### config.mk
export PLATFORM = sky130hd
export DESIGN_NAME = rsc_reset_ctrl
export DESIGN_NICKNAME = d
export VERILOG_FILES = /design/src/hw/rsc_pkg.sv /design/src/hw/rsc_reset_ctrl.sv
export SDC_FILE = /design/constraint.sdc
export NUM_CORES = 1
export LEC_CHECK = 0
export ABC_CLOCK_PERIOD_IN_PS = 3300
export BUFFER_PORTS_ARGS = -buffer_cell sky130_fd_sc_hd__buf_2
export CAP_MARGIN = 0
export CORE_MARGIN = 2
export CORE_UTILIZATION = 35
export DETAILED_ROUTE_END_ITERATION = 8
export GPL_ROUTABILITY_DRIVEN = 0
export REMOVE_ABC_BUFFERS = 1
export SETUP_SLACK_MARGIN = 0.1
export SYNTH_ARGS = -nofsm -noshare
export SYNTH_HDL_FRONTEND = slang
export SYNTH_SLANG_ARGS = --single-unit
### constraint.sdc
create_clock -name ref_clk -period 3.3 [get_ports ref_clk]
set_clock_uncertainty 0.05 [all_clocks]
set_input_delay 0.495 -clock ref_clk [delete_from_list [all_inputs] [get_ports ref_clk]]
set_output_delay 0.495 -clock ref_clk [all_outputs]
set_load 0.01 [all_outputs]
### src/hw/rsc_pkg.sv
package rsc_pkg;

  // clock and pin timing
  localparam int CLK_HZ = 20_000_000;
  localparam int CLK_PERIOD_NS = 1_000_000_000 / CLK_HZ;
  localparam int PIN_GLITCH_NS = 12;
  localparam int PIN_GLITCH_RAW = (PIN_GLITCH_NS + CLK_PERIOD_NS - 1) / CLK_PERIOD_NS;
  localparam int PIN_GLITCH_CYC = (PIN_GLITCH_RAW < 1) ? 1 : PIN_GLITCH_RAW;
  localparam int PIN_MIN_CYC = 3;
  localparam logic [1:0] PIN_MIN_CNT = 2'(PIN_MIN_CYC);
  localparam logic [1:0] PIN_GLITCH_CNT = 2'(PIN_GLITCH_CYC);

  // reset delay in internal oscillator cycles
  localparam int RST_DLY_SHORT = 66;
  localparam int RST_DLY_LONG = 5000;
  localparam int CNT_W = 13;

  // debug line break detection
  localparam int DBG_BIT_CYC = 16;
  localparam logic [4:0] DBG_BIT_LAST = 5'(DBG_BIT_CYC - 1);
  localparam logic [3:0] DBG_BREAK_BITS = 4'h9;

  // register byte offsets
  localparam logic [3:0] OFF_CAUSE = 4'h0;
  localparam logic [3:0] OFF_CTRL = 4'h4;
  localparam logic [3:0] OFF_DBG = 4'h8;
  localparam logic [3:0] OFF_STATUS = 4'hC;

  // field positions and reset values
  localparam int CAUSE_POS = 4;
  localparam int DBG_RST_BIT = 0;
  localparam logic [3:0] CTRL_RST = 4'hB;
  localparam logic [3:0] CAUSE_RST = 4'h0;

  // cpu restart vector location
  localparam logic [15:0] RST_VEC_HI = 16'h0002;
  localparam logic [15:0] RST_VEC_LO = 16'h0003;

  typedef enum logic [1:0] {ST_RUN, ST_STOP, ST_HOLD, ST_PIN_WAIT} rsc_state_t;

  typedef struct packed {
    logic por;
    logic stop;
    logic wdt;
    logic pin_reset_flag;
  } rsc_cause_t;

  typedef struct packed {
    logic pin_rst_en;
    logic xtal_en;
    logic brownout_always_on_option;
    logic watchdog_reset_option;
  } rsc_ctrl_t;

endpackage

### src/hw/rsc_reset_ctrl.sv
// Our own choices: the register addresses and register access over Avalon-MM.
`timescale 1ns/1ps
module rsc_reset_ctrl #(
  parameter int RST_DLY_LONG_CYC = rsc_pkg::RST_DLY_LONG
) (
  input wire logic ref_clk,
  input wire logic nrst,
  input wire logic brownout_detect,
  input wire logic supply_above_por,
  input wire logic wdt_timeout,
  input wire logic stop_exec,
  input wire logic rst_pin_i,
  output logic rst_pin_o,
  output logic rst_pin_oe_n,
  input wire logic gpio_drive_low,
  input wire logic debug_pin,
  input wire logic dbg_frame_err,
  input wire logic dbg_tx_collision,
  input wire logic [7:0] wake_pins,
  input wire logic [7:0] wake_enable,
  output logic cpu_rst_n,
  output logic sys_rst_n,
  output logic stop_mode,
  output logic port_capture_en,
  output logic osc_force_int,
  output logic fetch_vector,
  output logic wdt_irq,
  input wire logic [3:0] avs_address,
  input wire logic avs_read,
  input wire logic avs_write,
  input wire logic [31:0] avs_writedata,
  input wire logic [3:0] avs_byteenable,
  output logic [31:0] avs_readdata,
  output logic avs_waitrequest
);
  import rsc_pkg::*;

  ////////////////////////////////////////////////////////////////////////////
  // input synchronisers: bo, por_ok, pin, dbg, wake[7:0]
  logic [11:0] sync1_q;
  logic [11:0] sync2_q;
  logic [7:0] wake_prev_q;
  logic bo_s, por_ok_s, pin_s, dbg_s;
  logic [7:0] wake_s;

  always_ff @(posedge ref_clk or negedge nrst) begin
    if (!nrst) begin
      // idle levels: debug and pin high, supply good, no brown-out, wakes low
      sync1_q <= 12'hE00;
      sync2_q <= 12'hE00;
      wake_prev_q <= 8'h00;
    end else begin
      sync1_q <= {debug_pin, rst_pin_i, supply_above_por, brownout_detect, wake_pins};
      sync2_q <= sync1_q;
      wake_prev_q <= sync2_q[7:0];
    end
  end

  assign {dbg_s, pin_s, por_ok_s, bo_s} = sync2_q[11:8];
  assign wake_s = sync2_q[7:0];

  ////////////////////////////////////////////////////////////////////////////
  // pin filter and debug break detector
  rsc_ctrl_t ctrl_q, ctrl_d;
  rsc_state_t state_q, state_d;
  logic [1:0] pin_cnt_q, pin_cnt_d;
  logic [4:0] dbg_div_q, dbg_div_d;
  logic [3:0] dbg_bits_q, dbg_bits_d;
  logic pin_low, ext_evt, brk_evt, bit_tick;
  logic [1:0] pin_thr;

  always_comb begin
    // own drive masks the input; stop mode uses the short glitch filter
    pin_low = !pin_s && ctrl_q.pin_rst_en && rst_pin_oe_n;
    pin_thr = (state_q == ST_STOP) ? PIN_GLITCH_CNT : PIN_MIN_CNT;
    pin_cnt_d = pin_cnt_q;
    if (!pin_low) begin
      pin_cnt_d = 2'h0;
    end else if (pin_cnt_q != pin_thr) begin
      pin_cnt_d = pin_cnt_q + 2'h1;
    end
    ext_evt = pin_low && (pin_cnt_q == pin_thr - 2'h1);
    bit_tick = (dbg_div_q == DBG_BIT_LAST);
    dbg_div_d = bit_tick ? 5'h00 : dbg_div_q + 5'h01;
    dbg_bits_d = dbg_bits_q;
    if (bit_tick) begin
      if (dbg_s) begin
        dbg_bits_d = 4'h0;
      end else if (dbg_bits_q != DBG_BREAK_BITS) begin
        dbg_bits_d = dbg_bits_q + 4'h1;
      end
    end
    brk_evt = bit_tick && !dbg_s && (dbg_bits_q == DBG_BREAK_BITS - 4'h1);
  end

  always_ff @(posedge ref_clk or negedge nrst) begin
    if (!nrst) begin
      pin_cnt_q <= 2'h0;
      dbg_div_q <= 5'h00;
      dbg_bits_q <= 4'h0;
    end else begin
      pin_cnt_q <= pin_cnt_d;
      dbg_div_q <= dbg_div_d;
      dbg_bits_q <= dbg_bits_d;
    end
  end

  ////////////////////////////////////////////////////////////////////////////
  // sequencer
  rsc_cause_t cause_q, cause_d, pend_q, pend_d, clr_cause;
  logic [CNT_W-1:0] cnt_q, cnt_d, dly_last;
  logic sys_q, sys_d, irq_pend_q, irq_pend_d, dbg_req_q, dbg_req_d;
  logic bo_act, dbg_evt, wdt_rst, wake_evt, sys_src, pin_ok, finish;
  logic rd_cause, dbg_wr;
  logic cpu_rst_n_d, sys_rst_n_d, oe_n_d, stop_d, cap_d, osc_d, fetch_d, irq_d;

  function automatic rsc_cause_t merge_cause(rsc_cause_t c, rsc_cause_t p);
    rsc_cause_t r;
    r = c;
    if (p.wdt || p.stop) begin
      r = '{por: 1'b0, stop: p.stop, wdt: p.wdt, pin_reset_flag: c.pin_reset_flag};
    end
    if (p.por) begin
      // power-on clears stop, watchdog and earlier pin flags (a queued pin flag stays), so it outranks a queued watchdog
      r = '{por: 1'b1, stop: 1'b0, wdt: 1'b0, pin_reset_flag: 1'b0};
    end
    if (p.pin_reset_flag) begin
      r.pin_reset_flag = 1'b1;
    end
    return r;
  endfunction

  always_comb begin
    bo_act = (bo_s || !por_ok_s) && (state_q != ST_STOP || ctrl_q.brownout_always_on_option);
    dbg_evt = brk_evt || dbg_frame_err || dbg_tx_collision || dbg_req_q;
    wdt_rst = wdt_timeout && ctrl_q.watchdog_reset_option && state_q != ST_STOP;
    wake_evt = |((wake_s ^ wake_prev_q) & wake_enable);
    sys_src = bo_act || dbg_evt || wdt_rst || (ext_evt && state_q != ST_PIN_WAIT);
    dly_last = ctrl_q.xtal_en ? CNT_W'(RST_DLY_LONG_CYC - 1) : CNT_W'(RST_DLY_SHORT - 1);
    pin_ok = pin_s || !ctrl_q.pin_rst_en;
    clr_cause = rd_cause ? rsc_cause_t'(4'h0) : cause_q;
    state_d = state_q;
    cnt_d = cnt_q;
    sys_d = sys_q;
    pend_d = pend_q;
    irq_pend_d = irq_pend_q;
    cause_d = clr_cause;
    dbg_req_d = dbg_req_q || dbg_wr;
    irq_d = 1'b0;
    fetch_d = 1'b0;
    osc_d = 1'b0;
    finish = 1'b0;
    if (sys_src && state_q != ST_PIN_WAIT) begin
      // a new source, or one still present, restarts one full delay
      state_d = ST_HOLD;
      cnt_d = '0;
      sys_d = 1'b1;
      irq_pend_d = 1'b0;
      dbg_req_d = dbg_wr;
      if (!sys_q || state_q == ST_RUN || state_q == ST_STOP) begin
        pend_d = rsc_cause_t'(4'h0);
      end
      if (bo_act || dbg_evt) begin
        pend_d.por = 1'b1;
      end
      if (wdt_rst) begin
        pend_d.wdt = 1'b1;
      end
      if (ext_evt) begin
        pend_d.pin_reset_flag = 1'b1;
      end
    end else begin
      case (state_q)
        ST_RUN: begin
          if (wdt_timeout) begin
            irq_d = 1'b1;
            cause_d.wdt = 1'b1;
          end else if (stop_exec) begin
            state_d = ST_STOP;
          end
        end
        ST_STOP: begin
          if (wdt_timeout) begin
            state_d = ST_HOLD;
            cnt_d = '0;
            sys_d = 1'b0;
            pend_d = '{por: 1'b0, stop: 1'b1, wdt: 1'b1, pin_reset_flag: 1'b0};
            irq_pend_d = !ctrl_q.watchdog_reset_option;
          end else if (wake_evt) begin
            state_d = ST_HOLD;
            cnt_d = '0;
            sys_d = 1'b0;
            pend_d = '{por: 1'b0, stop: 1'b1, wdt: 1'b0, pin_reset_flag: 1'b0};
            irq_pend_d = 1'b0;
          end
        end
        ST_HOLD: begin
          dbg_req_d = dbg_wr;
          if (cnt_q == dly_last) begin
            // system reset lets go of the pin first, then checks it
            if (sys_q && ctrl_q.pin_rst_en) begin
              state_d = ST_PIN_WAIT;
            end else begin
              finish = 1'b1;
            end
          end else begin
            cnt_d = cnt_q + CNT_W'(1);
          end
        end
        ST_PIN_WAIT: begin
          if (pin_ok) begin
            finish = 1'b1;
          end
        end
        default: begin
          state_d = ST_RUN;
        end
      endcase
    end
    if (finish) begin
      state_d = ST_RUN;
      cause_d = merge_cause(clr_cause, pend_q);
      fetch_d = 1'b1;
      osc_d = !sys_q;
      irq_d = irq_pend_q;
      irq_pend_d = 1'b0;
    end
    cpu_rst_n_d = (state_d == ST_RUN) || (state_d == ST_STOP);
    sys_rst_n_d = !(sys_d && !cpu_rst_n_d);
    oe_n_d = !((state_d == ST_HOLD && sys_d) || (!ctrl_q.pin_rst_en && gpio_drive_low));
    stop_d = (state_d == ST_STOP);
    cap_d = (state_d == ST_RUN);
  end

  always_ff @(posedge ref_clk or negedge nrst) begin
    if (!nrst) begin
      // power-up behaves as a brown-out release
      state_q <= ST_HOLD;
      cnt_q <= '0;
      sys_q <= 1'b1;
      pend_q <= '{por: 1'b1, stop: 1'b0, wdt: 1'b0, pin_reset_flag: 1'b0};
      irq_pend_q <= 1'b0;
      cause_q <= rsc_cause_t'(CAUSE_RST);
      dbg_req_q <= 1'b0;
      cpu_rst_n <= 1'b0;
      sys_rst_n <= 1'b0;
      rst_pin_o <= 1'b0;
      rst_pin_oe_n <= 1'b0;
      stop_mode <= 1'b0;
      port_capture_en <= 1'b0;
      osc_force_int <= 1'b0;
      fetch_vector <= 1'b0;
      wdt_irq <= 1'b0;
    end else begin
      state_q <= state_d;
      cnt_q <= cnt_d;
      sys_q <= sys_d;
      pend_q <= pend_d;
      irq_pend_q <= irq_pend_d;
      cause_q <= cause_d;
      dbg_req_q <= dbg_req_d;
      cpu_rst_n <= cpu_rst_n_d;
      sys_rst_n <= sys_rst_n_d;
      rst_pin_o <= 1'b0;
      rst_pin_oe_n <= oe_n_d;
      stop_mode <= stop_d;
      port_capture_en <= cap_d;
      osc_force_int <= osc_d;
      fetch_vector <= fetch_d;
      wdt_irq <= irq_d;
    end
  end

  ////////////////////////////////////////////////////////////////////////////
  // avalon slave: one wait cycle, then answer
  logic wait_q, wait_d;
  logic [31:0] rdata_d;
  logic acc, wr_ok;

  always_comb begin
    acc = (avs_read || avs_write) && !wait_q;
    wr_ok = acc && avs_write && avs_byteenable[0];
    rd_cause = acc && avs_read && avs_address == OFF_CAUSE;
    dbg_wr = wr_ok && avs_address == OFF_DBG && avs_writedata[DBG_RST_BIT];
    ctrl_d = ctrl_q;
    if (wr_ok && avs_address == OFF_CTRL) begin
      ctrl_d = rsc_ctrl_t'(avs_writedata[3:0]);
    end
    wait_d = !((avs_read || avs_write) && wait_q);
    rdata_d = 32'h0000_0000;
    if (avs_read && wait_q) begin
      case (avs_address)
        OFF_CAUSE: rdata_d[CAUSE_POS+:4] = cause_q;
        OFF_CTRL: rdata_d[3:0] = ctrl_q;
        OFF_DBG: rdata_d[DBG_RST_BIT] = dbg_req_q;
        OFF_STATUS: rdata_d[3:0] = {pin_s, sys_q, stop_mode, !cpu_rst_n};
        default: rdata_d = 32'h0000_0000;
      endcase
    end
  end

  always_ff @(posedge ref_clk or negedge nrst) begin
    if (!nrst) begin
      wait_q <= 1'b1;
      ctrl_q <= rsc_ctrl_t'(CTRL_RST);
      avs_readdata <= 32'h0000_0000;
    end else begin
      wait_q <= wait_d;
      ctrl_q <= ctrl_d;
      avs_readdata <= rdata_d;
    end
  end

  assign avs_waitrequest = wait_q;
endmodule

Word-level counts from Yosys, hierarchy flattened
Index checks and enable logic that the tools add are counted.

Bits of input ports: 69. Output and inout bits: 42. Bits in registers: 114. Word-level logic and storage cells: 195.

Add/sub/neg operators: 5. Bitwise logic cells: 2. Mux-type cells: 63. Equal/unequal tests: 23. Reductions and logical operators: 69.

Operators with widths (count): $mux W13 (5); $mux W4 (12); $mux W1 (28); $pmux W13 S2 (1); $logic_and A1 B1 Y1 (24); $mux W2 (11); $logic_or A1 B1 Y1 (16); $reduce_and A3 Y1 (5); $add A13 B1 Y13 const B (1); $eq A13 B13 Y1 (1); $eq A4 B4 Y1 const B (3); $logic_not A1 Y1 (12); $ne A3 B2 Y1 const B (3); $reduce_bool A3 Y1 (3); $and A8 B8 Y8 (1); $mux W8 (1); $ne A4 B4 Y1 const B (2); $reduce_or A8 Y1 (1); $xor A8 B8 Y8 (1); $eq A2 B2 Y1 const B (3); $ne A2 B1 Y1 const B (3); $pmux W2 S3 (1); $pmux W3 S2 (1); $add A5 B1 Y5 const B (1); 18 further kinds (22).

Logic depth before layout (Yosys ltp)
Gate-level depths: netlist of run 1.

Word-level depth: 17. Mapped depth: 9. Mapped depth without buffers: 7.

Worst setup path after synthesis of run 1
OpenSTA, ideal clock, no wires.

Path type: reg2reg. From: register state_q[1]. To: register cause_q[2] (netlist bit). Cell stages (with the launch flop): 9. Library setup time: 122 ps. Slack: 1271 ps. Buffers on the path: 2. Data arrival time: 1858 ps. Clock period less this slack: 2029 ps. Data required time: 3128 ps. Path through: dfstp_2 -> buf_6 -> or3b_1 -> a211o_1 -> nand2_4 -> o21ai_4 -> and2_1 -> buf_6 -> a32o_1.

RTL lines: start, declared (line rsc_reset_ctrl.sv:65) `rsc_state_t state_q, state_d;`; start signal, assigned (line rsc_reset_ctrl.sv:255) `state_q <= state_d;`; end signal, assigned (line rsc_reset_ctrl.sv:243) `cause_q <= rsc_cause_t'(CAUSE_RST);`; end signal, assigned (line rsc_reset_ctrl.sv:260) `cause_q <= cause_d;`; end, declared (line rsc_reset_ctrl.sv:110) `rsc_cause_t cause_q, cause_d, pend_q, pend_d, clr_cause;`.

Final worst setup path of run 1
From: register state_q[0]. To: register cnt_q[5].

Cells in the longest elaborated chain, start to end: 10. Elaborated cells on any way between the ends: 22. Those cells by class: add/sub (1); eq/ne (7); mux (3); reduce/logical (11).

Ends and longest elaborated chain: $eq A2 B1 Y1 (line rsc_reset_ctrl.sv:75, rsc_reset_ctrl.sv:173); $mux W2 (line rsc_reset_ctrl.sv:75) `pin_thr = (state_q == ST_STOP) ? PIN_GLITCH_CNT : PIN_MIN_CNT;`; $sub A2 B1 Y2 (line rsc_reset_ctrl.sv:82) `ext_evt = pin_low && (pin_cnt_q == pin_thr - 2'h1);`; $eq A2 B2 Y1 (line rsc_reset_ctrl.sv:82); $logic_and A1 B1 Y1 (line rsc_reset_ctrl.sv:82); $logic_and A1 B1 Y1 (line rsc_reset_ctrl.sv:138) `sys_src = bo_act || dbg_evt || wdt_rst || (ext_evt && state_q != ST_PIN_WAIT);`; $logic_or A1 B1 Y1 (line rsc_reset_ctrl.sv:138); $logic_and A1 B1 Y1 (line rsc_reset_ctrl.sv:153) `if (sys_src && state_q != ST_PIN_WAIT) begin`; $ne A4 B4 Y1 (no line) (tied with other cells); $reduce_and A3 Y1 (no line); end signal, assigned (line rsc_reset_ctrl.sv:256) `cnt_q <= cnt_d;`; end, declared (line rsc_reset_ctrl.sv:111) `logic [CNT_W-1:0] cnt_q, cnt_d, dly_last;`.

Several ways; a longest one is shown, not always the timed one. A chain may end at the register's enable or synchronous reset.

==> results.tsv, run 1 <==
stage	metric	value	unit
status	run status	completed	
placed_design	dpl hpwl	5530	um
placed_design	placed cell areas	0.00428	mm^2
clock_tree	CTS tree	done	
yosys	synthesized area per cell	11.1	um^2
floorplanning	starting density of the core	0.362	
global_route	initial antenna violation count	0	
clock_tree	Clock Path Buffers	2	
floorplanning	Die Ht	111	um
pwr	P per Cell Area	509	mW/mm^2
setup_path	required time of the worst setup path	3.50	ns
setup_path	CP Max Fanout	15	
sta	RSZ-0062 raised after global routing	false	
clock_tree	worst skew pair latency	0.33	ns
setup_path	Crit-path slowest cell	nor3_2	
clock_tree	clock root cell	clkbuf_16	
route	Initial DRC Count	163	
layout	Net count, final	487	
yosys	Yosys cell types	56	
layout	count of non-filler cells in the finished layout	558	
placed_design	DP Worst Slack	0.796	ns
yosys	ys async rst share	1.00	
setup_path	critical path cell sequence	nor3b_1 > o21ai_0 > a31o_2 > nor3_2 > o21ai_0 > a31oi_1	
setup_path	Crit Path Class	reg2reg	
pwr	Final Power	2.33	mW
clock_tree	Post-CTS Resized	0	
pwr	leakage power	2.09	nW
pwr	Worst VDD drop	282	uV
clock_tree	Reg clk slew, reported paths	0.07	ns
route	WL per Instance	14.1	um
yosys	Post-Syn Area	0.00398	mm^2
floorplanning	# rows	38	
yosys	Yosys Warn Count	0	
global_route	aggregate global-route resource usage	0.134	
sta	final slew viol count	0	
layout	n_diodes	0	
setup_path	r2r startpoint	state_q[0]	
route	antenna-violating nets left	0	
clock_tree	CTS Sinks	90	
setup_path	WP depth	6	
sta	setup tns final	0	ns
sta	slew margin rel.	0.285	
placed_design	dpl cells	542	
floorplanning	die span in x	111	um
route	WL final	7840	um
floorplanning	die area	0.0122	mm^2
clock_tree	htree depth	3	
global_route	pin count of the biggest net entering global routing	89	
global_route	GRT overflow	0	
global_route	number of global-route vias before repair	2724	
global_route	first-pass GRT wire length	13300	um
setup_path	Crit path arrival time	2.70	ns
yosys	sequential share of the synthesized area	0.570	
run	max-cap check violation count	0	
sta	Tightest Pin Transition	1.07	ns
setup_path	Critical Path End	cnt_q[5]	
setup_path	Buf+Inv Stages, Crit Path	0	
sta	WHS	0.210	ns
setup_path	max incr delay on CP	0.69	ns
clock_tree	CTS buffer count	9	
placed_design	port bufs	54	
route	detailed-route via count	2781	
layout	Area Overhead vs Synth	15.1	%
worst_hold_path	type of the worst min-delay path	in2reg	
sta	# setup viols final	0	
setup_path	Crit path max-delay family	simple AND/OR/NAND/NOR gates	
sta	Peak Freq	400	MHz
sta	final cycle utilization of the critical path	0.758	
route	Post-route DRC	0	
setup_path	Worst setup startpoint	state_q[0]	
sta	Final Critical Period	2.50	ns
setup_path	worst reg-to-reg path cell count	6	
layout	most common cell after layout, fill and taps aside	dfrtp_1	
clock_tree	Post-CTS Setup Bufs	0	
setup_path	CP endpoint kind	flop	
route	drt via density	4.98	
sta	Final Worst Setup Slack	0.799	ns
setup_path	Setup crit start kind	flop	
floorplanning	core box area	0.0110	mm^2
layout	Finished Core Util	0.417	
layout	final design area excluding fillers	0.00458	mm^2
setup_path	Most common cell on crit path	o21ai_0	
layout	layout cell share with drive strength beyond 1	0.232	
setup_path	Worst R2R Setup Slack	0.80	ns
floorplanning	IO Pins	111	
route	Pre-antenna DRT Iters	4	
yosys	synthesized flop and latch total	90	
setup_path	worst r2r dst	cnt_q[5]	
layout	most frequent cells in the layout	dfrtp_1 (77), buf_2 (53), nand2_1 (26), conb_1 (25), o21ai_0 (21)	
clock_tree	CTS hold repair buffers	0	
layout	fill count	1073	
yosys	cell count after synthesis	358	
yosys	number of synthesized flops with an enable pin	0	
sta	Final Hold Fails	0	
yosys	ys flop type	dfrtp_1	
## cell type report
class / count / area (um^2) / area share
Sequential cell: 90 / 2270 / 0.495
Inverter: 9 / 33.8 / 0.00738
Clock buffer: 9 / 225 / 0.0492
Tap cell: 140 / 175 / 0.0382
Multi-Input combinational cell: 248 / 1520 / 0.332
Clock inverter: 7 / 76.3 / 0.0167
Timing Repair Buffer: 55 / 280 / 0.0612
## state kept, by name, indices dropped and copies added, names as in the netlist, 2 cells and up
register / cells
wake_prev_q: 8
avs_readdata: 8
pend_q: 4
cause_q: 4
cnt_q: 13
sync1_q: 12
sync2_q: 12
pin_cnt_q: 2
dbg_div_q: 5
ctrl_q: 4
state_q: 2
dbg_bits_q: 4
## power breakdown
| group | leakage (nW) | internal, mW | switching [mW] |
|---|---|---|---|
| Combinational | 0.799 | 0.0495 | 0.0854 |
| Clock | 0.148 | 0.595 | 0.431 |
| Sequential | 1.14 | 1.15 | 0.0257 |
| Total | 2.09 | 1.79 | 0.542 |
## synth_stat cells, types with 2 or more instances
cell      count  area, um^2
mux2_2        4        45.0
mux2i_1       5        50.1
nand4_1       2        12.5
nand3b_1      5        37.5
nand2b_1      8        50.1
nand2_1      26        97.6
and2_1        9        56.3
o211ai_1      6        45.0
buf_2         2        10.0
inv_1         9        33.8
a22oi_1       2        15.0
buf_4        26         195
nor3b_1       3        22.5
dfstp_2      13         342
a32o_1        4        40.0
clkbuf_1      5        18.8
and3_1        3        18.8
nor2b_1       7        43.8
nand3_1      14        70.1
a21oi_1      12        60.1
buf_6         2        22.5
a211oi_1      3        22.5
nor2_1       19        71.3
dfrtp_1      77        1930
a41oi_1       2        17.5
nor3_1       11        55.1
xor2_1       10        87.6
o21ai_0      21         105
a31oi_1      17         106
ha_1          5        62.6
## logic make-up after synthesis
| kind of cell | after synthesis | synth area share |
|---|---|---|
| AND/OR/NAND/NOR | 116 | 0.157 |
| flip-flops | 90 | 0.570 |
| AO/OA/AOI/OAI | 82 | 0.138 |
| buffers and inverters | 44 | 0.0704 |
| XOR/XNOR | 11 | 0.0242 |
| multiplexers | 9 | 0.0239 |
| adder cells (fa/ha/maj) | 5 | 0.0157 |
| other | 1 | 0.000942 |
## routing by layer
metal  vias up  global-route usage  wire length [um]
li1       1334                   -                 -
met1      1370               0.181              3560
met4         0              0.0392                94
met3         8              0.0379               342
met5         -                   0                 0
met2        69               0.212              3840
## how the worst min path moves through the flow
stage / from / to / depth (start not counted)
global placement: sync1_q[5] / sync2_q[5] / 0
global route: supply_above_por / sync1_q[9] / 1
detailed placement: sync1_q[3] / sync2_q[3] / 0
floorplan: nrst / avs_readdata[0] / 0
CTS: debug_pin / sync1_q[11] / 1
finish: debug_pin / sync1_q[11] / 1
No activity file was read; power rests on OpenSTA's default activity.
==> inputs of run 2 (changes only) <==
Settings changed: ABC_AREA set to 1, ABC_CLOCK_PERIOD_IN_PS 3300 to 2530.
Clock period 3.3 ns to 2.53 ns, I/O delays scaled along.
==> run 2 against run 1 <==
Synthesized area rose by 2.8%. Utilization fell by 0.18 points. Sequential power rose by 32%. Register-to-register slack got worse by 0.33 ns. Maximum frequency rose by 22%. Routed wire length rose by 4.0%. Final cell count rose by 22%. Highest routed layer unchanged. The flow now finishes with violations (hold timing). Die area rose by 2.7%. Critical path depth rose by 5. Largest power group unchanged. Critical path type unchanged. Clock power rose by 31%. Count of clock-buffer cells in the layout rose by 2. Non-clock buffer count rose by 2.
==> results.tsv, run 2 <==
stage	metric	value	unit	change
floorplanning	# rows	39		+2.6%
layout	Area Overhead vs Synth	15.9	%	
setup_path	CP endpoint kind	flop		
yosys	synthesized flop and latch total	90		unchanged
clock_tree	clock root cell	clkbuf_16		
yosys	ys async rst share	1.00		unchanged
floorplanning	Die Ht	112	um	+1.4%
yosys	Yosys cell types	36		-36%
clock_tree	Clock Path Buffers	2		unchanged
clock_tree	Post-CTS Resized	0		unchanged
floorplanning	starting density of the core	0.358		-0.00396
setup_path	Crit Path Class	reg2reg		
layout	Net count, final	604		+24%
status	failing checks	hold timing		
yosys	cell count after synthesis	467		+30%
floorplanning	core box area	0.0114	mm^2	+4.0%
yosys	simple logic cell fraction of the synthesized area	0.249		+0.0920
placed_design	port bufs	54		unchanged
yosys	ys flop type	dfrtp_1		
clock_tree	CTS Sinks	90		unchanged
clock_tree	CTS tree	done		
pwr	P per Cell Area	658	mW/mm^2	+29%
setup_path	worst reg-to-reg path cell count	11		+5
yosys	Synth Area in Compound Gates	0.0584		-0.0796
placed_design	dpl hpwl	6070	um	+9.6%
placed_design	placed cell areas	0.00444	mm^2	+3.7%
yosys	Yosys Warn Count	0		unchanged
route	detailed-route via count	3118		+12%
pwr	Worst VDD drop	260	uV	-7.9%
clock_tree	Reg clk slew, reported paths	0.07	ns	about the same
yosys	synth cell count leaders	nand2_1 (116), dfrtp_1 (77), inv_1 (53)		
global_route	initial antenna violation count	0		unchanged
floorplanning	die area	0.0126	mm^2	+2.7%
sta	slew margin rel.	0.578		+0.293
layout	final design area excluding fillers	0.00474	mm^2	+3.5%
sta	final slew viol count	0		unchanged
sta	Final Hold Fails	3		+3
global_route	number of global-route vias before repair	3028		+11%
clock_tree	htree depth	3		unchanged
yosys	sequential share of the synthesized area	0.554		-0.0157
status	run status	finished, violations left		
global_route	GRT overflow	0		unchanged
layout	Largest Register	cnt_q		
pwr	leakage power	2.46	nW	+18%
layout	Largest regs	cnt_q x13, sync1_q x12, sync2_q x12		
global_route	first-pass GRT wire length	14000	um	+5.2%
sta	RSZ-0062 raised after global routing	false		
clock_tree	CTS buffer count	9		unchanged
sta	setup tns final	0	ns	unchanged
floorplanning	IO Pins	111		unchanged
global_route	pin count of the biggest net entering global routing	51		-43%
route	drt via density	4.60		-7.7%
yosys	most common cell in the netlist	nand2_1		
setup_path	Setup crit start kind	flop		
sta	Peak Freq	486	MHz	+22%
yosys	cell taking the most area after synthesis	dfrtp_1		
setup_path	Crit path arrival time	2.22	ns	-0.48 ns
clock_tree	CTS hold repair buffers	0		unchanged
route	Pre-antenna DRT Iters	4		unchanged
layout	n_diodes	0		unchanged
route	WL final	8150	um	+4.0%
route	Initial DRC Count	192		+18%
layout	most common cell after layout, fill and taps aside	nand2_1		
route	Post-route DRC	0		unchanged
sta	# setup viols final	0		unchanged
setup_path	CP Max Fanout	21		+6
worst_hold_path	type of the worst min-delay path	in2async		
layout	Largest register FFs	13		unchanged
setup_path	required time of the worst setup path	2.69	ns	-0.81 ns
yosys	Synth top area share	0.471		-0.0133
run	max-cap check violation count	0		unchanged
clock_tree	worst skew pair latency	0.34	ns	about the same
floorplanning	die span in x	112	um	+1.4%
global_route	aggregate global-route resource usage	0.138		+0.00358
clock_tree	Post-CTS Setup Bufs	0		unchanged
sta	final cycle utilization of the critical path	0.813		+0.0550
route	antenna-violating nets left	0		unchanged
yosys	synthesized area per cell	8.76	um^2	-21%
sta	WHS	-0.00648	ns	-0.217 ns
yosys	Synth area leaders	dfrtp_1 (47%), nand2_1 (11%), dfstp_2 (8.3%)		
layout	layout cell share with drive strength beyond 1	0.191		-0.0414
yosys	synthesized-area fraction occupied by adder cells	0.0153		-0.000432
yosys	largest family of logic cells by synthesized area	simple AND/OR/NAND/NOR gates		
layout	most frequent cells in the layout	nand2_1 (116), dfrtp_1 (77), inv_1 (53), buf_2 (53), nor2_1 (44)		
route	WL per Instance	12.0	um	-14%
sta	Final Critical Period	2.06	ns	-0.444 ns
yosys	number of synthesized flops with an enable pin	0		unchanged
yosys	Post-Syn Area	0.00409	mm^2	+2.8%
yosys	XOR/XNOR Fraction of Synth Area	0.0128		-0.0114
yosys	mux share of post-synthesis cell area	0.00275		-0.0211
sta	Tightest Pin Transition	0.632	ns	-0.440 ns
run 2: cells by family after synthesis:
family	Yosys count
flip-flops	90
other	1
AND/OR/NAND/NOR	234
AO/OA/AOI/OAI	43
adder cells (fa/ha/maj)	5
XOR/XNOR	6
buffers and inverters	87
multiplexers	1
run 2: final timing paths:
check,startpoint,end,slack (ns)
worst max-delay path,state_q[1],cnt_q[0],0.47
worst min-delay path,nrst,sync1_q[3],-0.006
worst max register to register,state_q[1],cnt_q[0],0.47
worst min register to register,sync1_q[7],sync2_q[7],0.30
max in group asynchronous,nrst,sync2_q[9],1.67
min in group ref_clk,rst_pin_i,sync1_q[10],0.09
run 2: critical path: stages, from the launching register on:
cell and delay, ns:
dfstp_2 0.58, inv_2 0.07, nand2_2 0.11, nand2_1 0.09, nand2_1 0.08, nand3_2 0.10, nand3_2 0.14, nand2_4 0.15
nand3_2 0.12, nand2_2 0.23, nand2_1 0.13, o21ai_1 0.07
run 2: power breakdown:
group          switching (mW)  internal [mW]
clock network           0.555          0.800
registers              0.0361           1.51
logic                   0.140         0.0738
run 2: area by class of cell:
type / count / area [um^2]
well taps: 143 / 179
fillers: 1147 / 6680
repair buffers: 57 / 295
clock buffers: 11 / 243
multi-input cells: 314 / 1480
clock inverters: 5 / 61.3
flip-flops and latches: 90 / 2270
inverters: 58 / 218
run 2: layer usage:
metal / routed length, um / vias up / part of all wire / GRT usage
met3: 480 / 15 / 0.059 / 0.0329
met4: 163 / 0 / 0.020 / 0.0618
met1: 3650 / 1442 / 0.45 / 0.183
met5: 0 / - / 0 / 0
met2: 3860 / 101 / 0.47 / 0.216
li1: - / 1560 / - / -
run 2: metrics by stage:
step / instances / hold WS (ns) / util / power (mW) / worst slack (ns)
after CTS: 678 / 0.0252 / 0.415 / 3.16 / 0.465
final: 678 / -0.00648 / 0.415 / 3.12 / 0.474
after global placement: 662 / 0.282 / 0.389 / 1.78 / 0.373
after floorplan: 462 / 0.0339 / - / 1.69 / 0.810
after detailed placement: 662 / 0.286 / 0.389 / 1.79 / 0.406
after global routing: 678 / 0.0434 / 0.415 / 3.27 / 0.283
==> inputs of run 3 (changes only) <==
Settings changed: ABC_AREA 1 to 0, ABC_CLOCK_PERIOD_IN_PS 2530 to 2000.
Clock period 2.53 ns to 2 ns, I/O delays scaled along.
==> run 3 against run 2 <==
The flow finishes with violations (setup timing). Final cell count fell by 10%. Design area rose by 11%. Critical path type unchanged. Worst hold slack improved by 0.018 ns.
==> results.tsv, run 3 (synthesized netlist as in run 1, its figures left out) <==
stage	metric	value	unit	change
layout	most common cell after layout, fill and taps aside	dfrtp_1		
global_route	GRT overflow	0		unchanged
sta	Final Hold Fails	0		-3
global_route	aggregate global-route resource usage	0.142		+0.00420
setup_path	CP Max Fanout	13		-38%
clock_tree	CTS Sinks	90		unchanged
floorplanning	die area	0.0122	mm^2	-2.7%
setup_path	CP endpoint kind	flop		
route	Post-route DRC	0		unchanged
worst_hold_path	Hold Crit Depth	1		
sta	setup tns final	-0.552	ns	-0.552 ns
route	detailed-route via count	2981		-4.4%
floorplanning	Die Ht	111	um	-1.3%
global_route	pin count of the biggest net entering global routing	91		+78%
route	WL per Instance	14.1	um	+18%
layout	layout cell share with drive strength beyond 1	0.364		+0.173
route	WL final	8590	um	+5.4%
setup_path	Worst R2R Setup Slack	-0.08	ns	-0.55 ns
clock_tree	htree depth	3		unchanged
placed_design	port bufs	54		unchanged
sta	Final Critical Period	2.08	ns	+0.0234 ns
route	drt via density	4.91		+6.8%
pwr	leakage power	2.39	nW	-3.1%
floorplanning	IO Pins	111		unchanged
pwr	P per Cell Area	749	mW/mm^2	+14%
floorplanning	starting density of the core	0.362		+0.00396
global_route	first-pass GRT wire length	14000	um	+0.10%
route	antenna-violating nets left	0		unchanged
sta	final cycle utilization of the critical path	1.04		+0.227
layout	Largest regs	cnt_q x13, sync1_q x12, sync2_q x12		
run	max-cap check violation count	0		unchanged
sta	final slew viol count	0		unchanged
clock_tree	Reg clk slew, reported paths	0.07	ns	about the same
setup_path	Crit Path Class	reg2reg		
sta	WHS	0.0112	ns	+0.0177 ns
clock_tree	clock root cell	clkbuf_16		
clock_tree	CTS buffer count	9		unchanged
clock_tree	Clock Path Buffers	2		unchanged
status	failing checks	setup timing		
setup_path	Worst setup startpoint	cnt_q[9]		
sta	# setup viols final	14		+14
route	Pre-antenna DRT Iters	4		unchanged
sta	Final Worst Setup Slack	-0.0795	ns	-0.553 ns
route	Initial DRC Count	135		-30%
worst_hold_path	type of the worst min-delay path	in2reg		
clock_tree	CTS tree	done		
layout	Largest register FFs	13		unchanged
status	run status	finished, violations left		
setup_path	r2r startpoint	cnt_q[9]		
layout	Largest Register	cnt_q		
pwr	Worst VDD drop	503	uV	+94%
floorplanning	core box area	0.0110	mm^2	-3.8%
global_route	number of global-route vias before repair	2951		-2.5%
global_route	initial antenna violation count	0		unchanged
setup_path	Setup crit start kind	flop		
layout	Area Overhead vs Synth	32.2	%	
layout	most frequent cells in the layout	dfrtp_1 (77), buf_2 (53), buf_4 (34), nand2_1 (26), conb_1 (25)		
layout	Net count, final	536		-11%
sta	RSZ-0062 raised after global routing	true		
floorplanning	die span in x	111	um	-1.3%
setup_path	Critical Path End	cnt_q[7]		
setup_path	required time of the worst setup path	2.21	ns	-0.48 ns
layout	n_diodes	0		unchanged
setup_path	Crit path arrival time	2.29	ns	+0.07 ns
floorplanning	# rows	38		-2.6%
clock_tree	worst skew pair latency	0.34	ns	about the same
setup_path	worst reg-to-reg path cell count	7		-4
sta	Peak Freq	481	MHz	-1.1%
setup_path	worst r2r dst	cnt_q[7]		
placed_design	dpl hpwl	5690	um	-6.1%
run 3: cell count changes in the layout (fill, tap and decap cells not counted), sizes merged, moves of 8 or more:
cell and change:
nor2 -26, nand3 -25, and2 +9, inv -48, nand2 -93, nand2b +8
buf +42, a31oi +15
run 3: worst max-delay path, cell delays in order (launching register included):
cell and delay, ns:
dfrtp_1 0.39, nor4_2 0.32, and4b_2 0.31, o2111ai_4 0.17
a211oi_2 0.34, o21ai_4 0.08, buf_12 0.16, a31oi_1 0.18
run 3: layer usage:
metal	vias to the layer above	track usage	wire, um
li1	1425	-	-
met5	-	0	0
met1	1454	0.186	3800
met3	15	0.0373	434
met2	87	0.227	4170
met4	0	0.0542	182
run 3: cell type report:
class                   count  area, um^2
clock buffers              10         229
clock inverters             6        75.1
fillers                  1002        5720
inverters                   9        38.8
multi-input cells         249        1760
flip-flops and latches     90        2270
well taps                 140         175
repair buffers            103         713
run 3: worst min path at each step:
stage	startpoint	to
floorplan	nrst	avs_readdata[0]
global placement	sync1_q[5]	sync2_q[5]
detailed placement	sync1_q[0]	sync2_q[0]
CTS	rst_pin_i	sync1_q[10]
global route	wake_pins[1]	sync1_q[1]
finish	rst_pin_i	sync1_q[10]
run 3: repair_timing:
action                                  in CTS  in global routing
gates resized for setup                     30                 28
hold buffers                                 3                  1
setup buffers                               11                  4
endpoints found under the hold margin       79                  1
pin swaps                                   18                 16
endpoints found under the setup margin      29                 31
cloned                                       0                  1
run 3: power breakdown:
group / internal (mW) / switching, mW
clock: 0.987 / 0.731
sequential: 1.89 / 0.0396
combinational: 0.127 / 0.164
total: 3.00 / 0.935
run 3: through the flow:
step	std cells	utilization	worst slack (ns)	instance area, um^2	power [mW]
2_1_floorplan	347	-	-0.00685	3820	2.07
3_3_place_gp	572	0.411	-0.199	4520	2.20
3_5_place_dp	572	0.411	-0.306	4520	2.21
4_1_cts	601	0.462	-0.0130	5080	3.97
5_1_grt	607	0.479	-0.148	5260	4.11
6_report	607	0.479	-0.0795	5260	3.94
